$ cat src/rtl/irp_cfg.svh
`ifndef IRP_CFG_SVH
`define IRP_CFG_SVH

// ********************************
// Report layout
// ********************************
`define IRP_RPT_BYTES   4'd8
`define IRP_HDR         8'ha1
`define IRP_LAST_IDX    3'd7
`define IRP_IDX_FLAGS   3'd1
`define IRP_IDX_LINK    3'd2
`define IRP_IDX_MEDIA   3'd3
`define IRP_LINK_SEC    1
`define IRP_LINK_MED8   3
`define IRP_MEDIA_RST   9'h100
`define IRP_SEL_RST     16'h0100

// ********************************
// Register offsets
// ********************************
`define IRP_OFF_CTRL    12'h000
`define IRP_OFF_SEL     12'h004
`define IRP_OFF_MEDIA   12'h008
`define IRP_OFF_LINK    12'h00c
`define IRP_OFF_ISTAT   12'h010
`define IRP_OFF_IMASK   12'h014

// ********************************
// Interrupt bits
// ********************************
`define IRP_EV_SENT     0
`define IRP_EV_PAR      1
`define IRP_EV_LINK     2
`define IRP_EV_MEDIA    3
`define IRP_EV_W        4

`endif

$ cat src/rtl/irp_pkg.sv
package irp_pkg;

    typedef enum logic [1:0] {
        IRP_IDLE    = 2'b00,
        IRP_FETCH_A = 2'b01,
        IRP_FETCH_B = 2'b10,
        IRP_SEND    = 2'b11
    } irp_state_t;

    typedef struct packed {
        logic primary_remote_fault;
        logic fiber_signal_detect;
        logic primary_link_up;
        logic ext_link_up;
        logic internal_phy_speed;
        logic cable_unplugged;
    } irp_pins_t;

    typedef struct packed {
        logic [7:0]  header;
        logic [7:0]  flags;
        logic [7:0]  link;
        logic [7:0]  media;
        logic [15:0] reg_a;
        logic [15:0] reg_b;
    } irp_report_t;

endpackage

$ cat src/rtl/irp_report.sv
// Operation
// - Each report is exactly eight bytes: header, flags, link, media, two PHY register values.
// - The first byte of every report is the constant a1.
// - Flag byte bit 0 is primary remote fault, bit 1 fiber signal detect, bits 7..2 zero.
// - Link byte bit 0 is the internal PHY link state in both modes, one meaning up.
// - In MAC mode link byte bit 1 is the external RMII PHY link state.
// - In PHY mode link byte bit 1 is the inverse of media information bit 8.
// - Link byte bit 2 is set when a bulk-out length field fails parity, else clear.
// - Link byte bit 3 mirrors media information bit 8, which resets to one.
// - Link byte bit 4 is the internal PHY speed, one for 100 Mb/s.
// - Link byte bit 7 is one when the cable is unplugged, bits 6 and 5 are zero.
// - The media byte mirrors media information bits 7..0, resetting to zero.
// - Bytes five and six carry the PHY register chosen by the high select byte.
// - Bytes seven and eight carry the PHY register chosen by the low select byte.
`include "irp_cfg.svh"
`timescale 1ns/1ps
`default_nettype none

module irp_report #(
    parameter int LW = 11
) (
    input  wire logic               pclk,
    input  wire logic               presetn,
    input  wire logic               psel,
    input  wire logic               penable,
    input  wire logic               pwrite,
    input  wire logic [11:0]        paddr,
    input  wire logic [31:0]        pwdata,
    output logic      [31:0]        prdata,
    output logic                    pready,
    output logic                    pslverr,
    input  wire irp_pkg::irp_pins_t pins_async,
    input  wire logic               pm_wr,
    input  wire logic [15:0]        pm_wdata,
    input  wire logic               bo_len_valid,
    input  wire logic [LW-1:0]      bo_len,
    input  wire logic               bo_len_par,
    output logic                    phy_rd_req,
    output logic [7:0]              phy_rd_addr,
    input  wire logic               phy_rd_ack,
    input  wire logic [15:0]        phy_rd_data,
    input  wire logic               ep_poll,
    output logic                    rpt_valid,
    output logic [7:0]              rpt_data,
    output logic                    rpt_last,
    input  wire logic               rpt_ready,
    output logic                    irq
);
    import irp_pkg::*;

    irp_pins_t                pins;
    logic                     len_err;
    logic                     len_err_evt;
    logic                     phy_mode_ff;
    logic [15:0]              sel_ff;
    logic [8:0]               media_ff;
    logic [`IRP_EV_W-1:0]     stat_ff;
    logic [`IRP_EV_W-1:0]     mask_ff;
    logic [31:0]              prdata_ff;
    logic                     pready_ff;
    logic                     pslverr_ff;
    logic                     irq_ff;
    irp_state_t               state_ff;
    logic [15:0]              reg_a_ff;
    logic [63:0]              sh_ff;
    logic [2:0]               idx_ff;
    logic                     rpt_valid_ff;
    logic                     rpt_last_ff;
    logic                     phy_rd_req_ff;
    logic [7:0]               phy_rd_addr_ff;
    logic                     link_prev_ff;
    logic                     sent_evt_ff;
    logic [7:0]               nxt_link;
    irp_report_t              nxt_rpt;
    logic                     wr_go;
    logic [`IRP_EV_W-1:0]     ev;

    // ********************************
    // Pin synchronisers and parity check
    // ********************************
    irp_sync #(.W(6)) u_sync (
        .pclk    (pclk),
        .presetn (presetn),
        .din     (pins_async),
        .dout    (pins)
    );

    irp_lenpar #(.LW(LW)) u_lenpar (
        .pclk      (pclk),
        .presetn   (presetn),
        .len_valid (bo_len_valid),
        .len       (bo_len),
        .len_par   (bo_len_par),
        .err       (len_err),
        .err_evt   (len_err_evt)
    );

    // ********************************
    // Report assembly
    // ********************************
    always_comb begin
        nxt_link    = 8'h00;
        nxt_link[0] = pins.primary_link_up;
        nxt_link[1] = phy_mode_ff ? ~media_ff[8] : pins.ext_link_up;
        nxt_link[2] = len_err;
        nxt_link[3] = media_ff[8];
        nxt_link[4] = pins.internal_phy_speed;
        nxt_link[7] = pins.cable_unplugged;
        nxt_rpt.header = `IRP_HDR;
        nxt_rpt.flags  = {6'h00, pins.fiber_signal_detect, pins.primary_remote_fault};
        nxt_rpt.link   = nxt_link;
        nxt_rpt.media  = media_ff[7:0];
        nxt_rpt.reg_a  = {reg_a_ff[7:0], reg_a_ff[15:8]};
        nxt_rpt.reg_b  = {phy_rd_data[7:0], phy_rd_data[15:8]};
    end

    // ********************************
    // Poll sequencer
    // ********************************
    always_ff @(posedge pclk or negedge presetn) begin
        if (!presetn) begin
            state_ff       <= IRP_IDLE;
            phy_rd_req_ff  <= 1'b0;
            phy_rd_addr_ff <= 8'h00;
            reg_a_ff       <= 16'h0000;
            sh_ff          <= 64'h0;
            idx_ff         <= 3'd0;
            rpt_valid_ff   <= 1'b0;
            rpt_last_ff    <= 1'b0;
            sent_evt_ff    <= 1'b0;
        end else begin
            sent_evt_ff <= 1'b0;
            case (state_ff)
                IRP_IDLE: begin
                    if (ep_poll) begin
                        state_ff       <= IRP_FETCH_A;
                        phy_rd_req_ff  <= 1'b1;
                        phy_rd_addr_ff <= sel_ff[15:8];
                    end
                end
                IRP_FETCH_A: begin
                    if (phy_rd_ack) begin
                        reg_a_ff       <= phy_rd_data;
                        phy_rd_addr_ff <= sel_ff[7:0];
                        state_ff       <= IRP_FETCH_B;
                    end
                end
                IRP_FETCH_B: begin
                    if (phy_rd_ack) begin
                        phy_rd_req_ff <= 1'b0;
                        sh_ff         <= nxt_rpt;
                        idx_ff        <= 3'd0;
                        rpt_valid_ff  <= 1'b1;
                        rpt_last_ff   <= 1'b0;
                        state_ff      <= IRP_SEND;
                    end
                end
                IRP_SEND: begin
                    if (rpt_ready) begin
                        if (rpt_last_ff) begin
                            rpt_valid_ff <= 1'b0;
                            rpt_last_ff  <= 1'b0;
                            sent_evt_ff  <= 1'b1;
                            state_ff     <= IRP_IDLE;
                        end else begin
                            sh_ff       <= {sh_ff[55:0], 8'h00};
                            idx_ff      <= idx_ff + 3'd1;
                            rpt_last_ff <= (idx_ff == `IRP_LAST_IDX - 3'd1);
                        end
                    end
                end
                default: begin
                    state_ff <= IRP_IDLE;
                end
            endcase
        end
    end

    // ********************************
    // Media information from external MAC
    // ********************************
    always_ff @(posedge pclk or negedge presetn) begin
        if (!presetn) begin
            media_ff <= `IRP_MEDIA_RST;
        end else if (pm_wr) begin
            media_ff <= pm_wdata[8:0];
        end
    end

    // ********************************
    // APB slave
    // ********************************
    assign wr_go = psel && penable && pready_ff && pwrite;

    always_ff @(posedge pclk or negedge presetn) begin
        if (!presetn) begin
            pready_ff  <= 1'b0;
            prdata_ff  <= 32'h0;
            pslverr_ff <= 1'b0;
        end else begin
            pready_ff  <= psel && !penable;
            pslverr_ff <= 1'b0;
            prdata_ff  <= 32'h0;
            if (psel && !penable) begin
                if (paddr == `IRP_OFF_CTRL) begin
                    prdata_ff <= {31'h0, phy_mode_ff};
                end else if (paddr == `IRP_OFF_SEL) begin
                    prdata_ff <= {16'h0, sel_ff};
                end else if (paddr == `IRP_OFF_MEDIA) begin
                    prdata_ff <= {23'h0, media_ff};
                end else if (paddr == `IRP_OFF_LINK) begin
                    prdata_ff <= {24'h0, nxt_link};
                end else if (paddr == `IRP_OFF_ISTAT) begin
                    prdata_ff <= {28'h0, stat_ff};
                end else if (paddr == `IRP_OFF_IMASK) begin
                    prdata_ff <= {28'h0, mask_ff};
                end else begin
                    pslverr_ff <= 1'b1;
                end
            end
        end
    end

    always_ff @(posedge pclk or negedge presetn) begin
        if (!presetn) begin
            phy_mode_ff <= 1'b0;
            sel_ff      <= `IRP_SEL_RST;
            mask_ff     <= '0;
        end else if (wr_go) begin
            if (paddr == `IRP_OFF_CTRL) begin
                phy_mode_ff <= pwdata[0];
            end else if (paddr == `IRP_OFF_SEL) begin
                sel_ff <= pwdata[15:0];
            end else if (paddr == `IRP_OFF_IMASK) begin
                mask_ff <= pwdata[`IRP_EV_W-1:0];
            end
        end
    end

    // ********************************
    // Interrupt status, set wins over clear
    // ********************************
    always_comb begin
        ev                = '0;
        ev[`IRP_EV_SENT]  = sent_evt_ff;
        ev[`IRP_EV_PAR]   = len_err_evt;
        ev[`IRP_EV_LINK]  = pins.primary_link_up ^ link_prev_ff;
        ev[`IRP_EV_MEDIA] = pm_wr;
    end

    always_ff @(posedge pclk or negedge presetn) begin
        if (!presetn) begin
            stat_ff      <= '0;
            link_prev_ff <= 1'b0;
            irq_ff       <= 1'b0;
        end else begin
            link_prev_ff <= pins.primary_link_up;
            irq_ff       <= |(stat_ff & mask_ff);
            if (wr_go && paddr == `IRP_OFF_ISTAT) begin
                stat_ff <= (stat_ff & ~pwdata[`IRP_EV_W-1:0]) | ev;
            end else begin
                stat_ff <= stat_ff | ev;
            end
        end
    end

    assign prdata      = prdata_ff;
    assign pready      = pready_ff;
    assign pslverr     = pslverr_ff;
    assign irq         = irq_ff;
    assign rpt_valid   = rpt_valid_ff;
    assign rpt_data    = sh_ff[63:56];
    assign rpt_last    = rpt_last_ff;
    assign phy_rd_req  = phy_rd_req_ff;
    assign phy_rd_addr = phy_rd_addr_ff;

    // ********************************
    // Assertions
    // ********************************
    property p_len;
        @(posedge pclk) disable iff (!presetn)
        rpt_valid_ff && rpt_last_ff |-> idx_ff == `IRP_LAST_IDX;
    endproperty
    a_len: assert property (p_len) else $error("report length not eight");

    property p_hdr;
        @(posedge pclk) disable iff (!presetn)
        rpt_valid_ff && idx_ff == 3'd0 |-> rpt_data == `IRP_HDR;
    endproperty
    a_hdr: assert property (p_hdr) else $error("bad header byte");

    property p_flags;
        @(posedge pclk) disable iff (!presetn)
        rpt_valid_ff && idx_ff == `IRP_IDX_FLAGS |-> rpt_data[7:2] == 6'h00;
    endproperty
    a_flags: assert property (p_flags) else $error("flag byte spare bits set");

    property p_linkz;
        @(posedge pclk) disable iff (!presetn)
        rpt_valid_ff && idx_ff == `IRP_IDX_LINK |-> rpt_data[6:5] == 2'b00;
    endproperty
    a_linkz: assert property (p_linkz) else $error("link byte spare bits set");

    property p_sec;
        @(posedge pclk) disable iff (!presetn)
        rpt_valid_ff && idx_ff == `IRP_IDX_LINK && phy_mode_ff && !$past(pm_wr, 2)
            |-> rpt_data[`IRP_LINK_SEC] != rpt_data[`IRP_LINK_MED8];
    endproperty
    a_sec: assert property (p_sec) else $error("secondary link not inverse");

    property p_poll;
        @(posedge pclk) disable iff (!presetn)
        state_ff == IRP_IDLE && ep_poll |=> phy_rd_req_ff && phy_rd_addr_ff == $past(sel_ff[15:8]);
    endproperty
    a_poll: assert property (p_poll) else $error("poll did not fetch");

    property p_second;
        @(posedge pclk) disable iff (!presetn)
        state_ff == IRP_FETCH_A && phy_rd_ack |=> phy_rd_addr_ff == $past(sel_ff[7:0]);
    endproperty
    a_second: assert property (p_second) else $error("second fetch address wrong");

    property p_lsb;
        @(posedge pclk) disable iff (!presetn)
        state_ff == IRP_FETCH_B && phy_rd_ack |=> sh_ff[7:0] == $past(phy_rd_data[15:8]);
    endproperty
    a_lsb: assert property (p_lsb) else $error("register byte order wrong");

    property p_media;
        @(posedge pclk) disable iff (!presetn)
        pm_wr ##1 !pm_wr |-> media_ff == $past(pm_wdata[8:0]);
    endproperty
    a_media: assert property (p_media) else $error("media write lost");

    property p_irq;
        @(posedge pclk) disable iff (!presetn)
        |(stat_ff & mask_ff) |=> irq_ff;
    endproperty
    a_irq: assert property (p_irq) else $error("interrupt not raised");

endmodule

`default_nettype wire

$ cat src/rtl/irp_sync.sv
`timescale 1ns/1ps
`default_nettype none

module irp_sync #(
    parameter int W = 6
) (
    input  wire logic         pclk,
    input  wire logic         presetn,
    input  wire logic [W-1:0] din,
    output logic      [W-1:0] dout
);

    logic [W-1:0] meta_ff;
    logic [W-1:0] sync_ff;

    // ********************************
    // Two-stage synchroniser
    // ********************************
    always_ff @(posedge pclk or negedge presetn) begin
        if (!presetn) begin
            meta_ff <= '0;
            sync_ff <= '0;
        end else begin
            meta_ff <= din;
            sync_ff <= meta_ff;
        end
    end

    assign dout = sync_ff;

endmodule

`default_nettype wire

$ cat src/rtl/irp_lenpar.sv
`timescale 1ns/1ps
`default_nettype none

module irp_lenpar #(
    parameter int LW = 11
) (
    input  wire logic          pclk,
    input  wire logic          presetn,
    input  wire logic          len_valid,
    input  wire logic [LW-1:0] len,
    input  wire logic          len_par,
    output logic               err,
    output logic               err_evt
);

    logic err_ff;
    logic err_evt_ff;

    // ********************************
    // Even parity over length and parity bit
    // ********************************
    always_ff @(posedge pclk or negedge presetn) begin
        if (!presetn) begin
            err_ff     <= 1'b0;
            err_evt_ff <= 1'b0;
        end else begin
            err_evt_ff <= len_valid && (^{len, len_par});
            if (len_valid) begin
                err_ff <= ^{len, len_par};
            end
        end
    end

    assign err     = err_ff;
    assign err_evt = err_evt_ff;

endmodule

`default_nettype wire

$ cat config.mk
export PLATFORM = sky130hd
export DESIGN_NAME = irp_report
export DESIGN_NICKNAME = d
export VERILOG_FILES = /design/src/rtl/irp_pkg.sv /design/src/rtl/irp_report.sv /design/src/rtl/irp_sync.sv /design/src/rtl/irp_lenpar.sv
export VERILOG_INCLUDE_DIRS = /design/src /design/src/rtl
export SDC_FILE = /design/constraint.sdc
export NUM_CORES = 1
export LEC_CHECK = 0
export BUFFER_PORTS_ARGS = -buffer_cell sky130_fd_sc_hd__buf_2
export CELL_PAD_IN_SITES_DETAIL_PLACEMENT = 0
export CELL_PAD_IN_SITES_GLOBAL_PLACEMENT = 1
export CORE_MARGIN = 2
export CORE_UTILIZATION = 46
export CTS_CLUSTER_DIAMETER = 30
export DETAILED_ROUTE_END_ITERATION = 8
export PLACE_DENSITY = 0.9
export SYNTH_ARGS = -nofsm -noshare
export SYNTH_HDL_FRONTEND = slang
export SYNTH_HIERARCHICAL = 1
export SYNTH_SLANG_ARGS = --single-unit
$ cat constraint.sdc
create_clock -name pclk -period 3.35 [get_ports pclk]
set_input_delay 0.335 -clock pclk [delete_from_list [all_inputs] [get_ports pclk]]
set_output_delay 0.335 -clock pclk [all_outputs]
set_load 0.005 [all_outputs]
==> implementation parameters <==
Parameter                              Value

Outcome
  Outcome ... finished, final reports clean

Power and ir drop
  Worst VDD drop ... between 400 and 500 uV
  Part of the power in the clock network ... 0.317
  Static leakage power ... 4.102 nW
  Sw Share ... 0.3095
  Combinational group share of total power ... 0.276
  Net switching component of the power ... 2.182 mW
  Pwr Density ... 816.9 nW/um2
  Total chip power ... 7.050 mW
  Share of total power in sequential cells ... 0.406
  Internal Pwr Total ... 4.868 mW

Global route
  Overflow left after global routing ... 0
  Global-route wire length before repair ... between 20000 and 30000 um
  Initial antenna violation count ... 2
  Global router's overall resource usage ... 0.1946
  Maximum number of pins on one net before global-route repair ... 101
  Via count of the first global-routing pass ... 5056

Logic synthesis
  Share of synthesized registers carrying an async set or reset ... 1.000
  Top post-synthesis cells by count ... dfrtp_1, nand2_1, o21ai_0
  Cell types occupying the most area after synthesis ... dfrtp_1, mux2i_1, mux2_2, o21ai_0, nand2_1
  Count of mapped cells out of synthesis ... 612
  Most used DFF post-synth ... dfrtp_1
  Mean post-synth cell area ... 11.82 um2
  Number of register bits inferred by synthesis ... 165
  Cell area after synthesis ... 7236 um2
  Number of flops mapped to enable cells by yosys ... 0
  Synth unique cells ... 54
  Share of the synthesized area in the top cell type ... 0.5637
  Synthesis Warnings ... 6
  Most repeated cell in the gate-level netlist after synthesis ... dfrtp_1
  Share of synthesized area occupied by flip-flops and latches ... 0.5710
  Cell type contributing the most total cell area after synthesis ... dfrtp_1

Timing
  RSZ-0062 raised after global routing ... no
  Headroom to the max-slew limit ... 0.3891
  Final setup skew ... 0.007519 ns
  Final hold violations ... 0
  Transition time of the tightest slew-check pin ... 0.9164 ns
  Slew Limit Fails ... 0
  Final period util ... 0.6386
  Max Freq ... 467.5 MHz
  Least setup slack across all paths after layout ... about 1.2 ns
  Final min period ... 2.139 ns
  Setup-violating endpoint count in the final report ... 0
  Hold Slack ... between 0.006 and 0.007 ns
  Setup TNS ... 0 ns

Worst setup path
  Highest net fanout along the worst path ... 46
  Worst-case register-to-register setup slack ... 1.21 ns
  Worst path arrival time ... 2.45 ns
  Slowest cell on the critical path ... buf_4
  Crit end category ... register
  Critical path's largest stage delay ... 0.61 ns
  Worst Reg2Reg Path Length in Cells ... 6
  Critical path buffers and inverters ... 2
  Setup Crit Path Kind ... reg -> reg
  Critical path startpoint category ... register
  Category of cells accounting for the largest share of critical-path delay ... buffers and inverters
  Reg2reg start ... state_ff[1]
  Data required time at the worst endpoint ... 3.66 ns
  Capture instance of the worst register-to-register path ... rpt_last
  Cells traversed along the worst timing path ... ha_2 > buf_4 > inv_1 > a32oi_1 > nor2_1 > a221o_1

Layout
  Fraction of layout cells with a size suffix above 1 ... 0.2996
  Relative area change from synthesis to final layout ... 19.26%
  Number of non-filler instances in the completed layout ... 944
  Multi-input gate area ... 2808 um2
  Total number of nets in the final design ... 828
  Sequential cell area ... between 4000 and 5000 um2
  Filler cell count ... roughly 1300

Route
  WL met1 ... 6422 um
  Drt first pass iters ... 4
  Post-detailed-route wirelength per cell ... ~16 um
  Routed wire length on met2 ... around 8000 um
  Total Wirelength ... approximately 15000 um
  Highest Signal Layer ... met4
  Post-DRT Antenna Nets ... 0
  Post-detailed-route via-to-cell ratio ... ~5.2
  Routed length on met3 ... ~620 um
  Via count ... roughly 4900
  DRC violation count after routing ... 0
  First DRT Iteration DRCs ... 329

Die
  Floorplan die area ... about 17000 um2
  Number of standard-cell rows in the floorplan ... 45
  Num ports ... 158
  Standard cell core area ... between 15000 and 20000 um2
  Width of the die ... 129.4 um
  Overall die height ... roughly 130 um
  Effective utilization at floorplan ... 0.4725

Clock network
  Later-pin clock latency in the skew report ... 0.43 ns
  Resize count post-CTS ... 0
  Clock Sinks ... 165
  TritonCTS clock tree ... built
  CTS buffer count ... 17
  Number of setup buffers added after CTS ... 0
  Root Buffer Master ... clkbuf_16
  Clock buffer depth ... 2
  CTS clk-pin slew, worst paths ... 0.06 ns
  Post-CTS Hold Fix Bufs ... 1
  Max H-tree Level ... 4

Place
  Placed cell count ... 909
  HPWL reported at the end of detailed placement ... 10690 um
  Buffers added on ports ... around 120
  Routability-driven placement congestion ratio ... 0.9259
  Worst slack at placement ... 1.018 ns

Flow run
  Max cap viols ... 0

Min path
  Type of the most critical hold path ... in -> async
flip-flops by register name (all words and copies together) (netlist names), 4 cells and up:
signal and count:
sh_ff 64, prdata 16, reg_a_ff 16, sel_ff 16
media_ff 9, phy_rd_addr 8, u_sync/dout 6, u_sync/meta_ff 6
mask_ff 4, stat_ff 4
metrics by stage:
step | util | instance area (um2)
3_3_place_gp | 0.5175 | 7925
2_1_floorplan | - | 7292
4_1_cts | 0.5632 | 8625
3_5_place_dp | 0.5175 | 7925
5_1_grt | 0.5633 | 8627
6_report | 0.5635 | 8630
layout by cell type, fill, tap and decap left out, types with 3 or more instances in the layout:
| cell | synthesis | final |
|---|---|---|
| nand3_1 | 6 | 6 |
| nand2_1 | 59 | 59 |
| nor2b_1 | 11 | 11 |
| mux2i_1 | 49 | 49 |
| a221oi_1 | 3 | 3 |
| clkbuf_16 | 0 | 17 |
| conb_1 | 1 | 16 |
| buf_2 | 2 | 117 |
| a22oi_1 | 5 | 5 |
| dfrtp_1 | 163 | 163 |
| a31oi_1 | 3 | 3 |
| nor3_1 | 6 | 6 |
| o21ai_0 | 52 | 52 |
| mux2_4 | 11 | 11 |
| and2_1 | 8 | 8 |
| a21o_1 | 4 | 4 |
| mux2_2 | 38 | 38 |
| nor2_1 | 30 | 30 |
| clkbuf_8 | 0 | 3 |
| inv_1 | 14 | 14 |
| ha_1 | 6 | 5 |
| xnor2_1 | 9 | 9 |
| or3_1 | 3 | 3 |
| buf_4 | 24 | 7 |
| bufinv_16 | 0 | 6 |
| o221a_2 | 3 | 3 |
| a21oi_1 | 16 | 16 |
| and3b_1 | 4 | 4 |
| a22o_1 | 21 | 21 |
area by class of cell:
class	instances	share of cell area
clock buffer	21	0.05452
clock inverter	11	0.02537
multi-input combinational	393	0.3254
antenna	2	0.0005800
tap	211	0.03059
inverter	14	0.006090
sequential	165	0.4788
timing repair buffer	127	0.07873
power by group through the flow:
stage / clock network (mW) / registers (mW) / logic (mW)
final: 2.24 / 2.86 / 1.95
after global routing: 2.35 / 2.92 / 2.19
after floorplan: 0 / 2.79 / 1.48
after detailed placement: 0 / 2.89 / 1.96
after global placement: 0 / 2.85 / 1.87
after CTS: 2.27 / 2.86 / 1.98
logic make-up after synthesis:
| family | synth area share |
|---|---|
| xor gates and xnor gates | 0.01643 |
| AOI/OAI and AO/OA | 0.1065 |
| buffers and inverters | 0.05067 |
| muxes | 0.1497 |
| and+or+nand+nor | 0.09476 |
| other | 0.0005183 |
| adders and majority gates | 0.01037 |
| DFF | 0.5710 |
metal layers:
| metal | up-vias | GRT usage |
|---|---|---|
| met2 | 111 | 0.3313 |
| met4 | 0 | 0.08665 |
| met5 | - | 0 |
| met3 | 34 | 0.04500 |
| li1 | 2318 | - |
| met1 | 2425 | 0.2379 |
how the worst max path moves through the flow:
stage                            end  cells past startpoint   startpoint  slack [ns]
final                       rpt_last                      6  state_ff[1]        1.21
after global routing        rpt_last                      6  state_ff[1]        1.09
after CTS                   rpt_last                      6  state_ff[1]        1.18
after detailed placement   sel_ff[5]                      5     paddr[9]        1.02
after global placement    sel_ff[14]                      5     paddr[9]        1.07
after floorplan            sh_ff[41]                      7  state_ff[0]        1.42
Note: power is estimated with default switching activity, not from simulation.
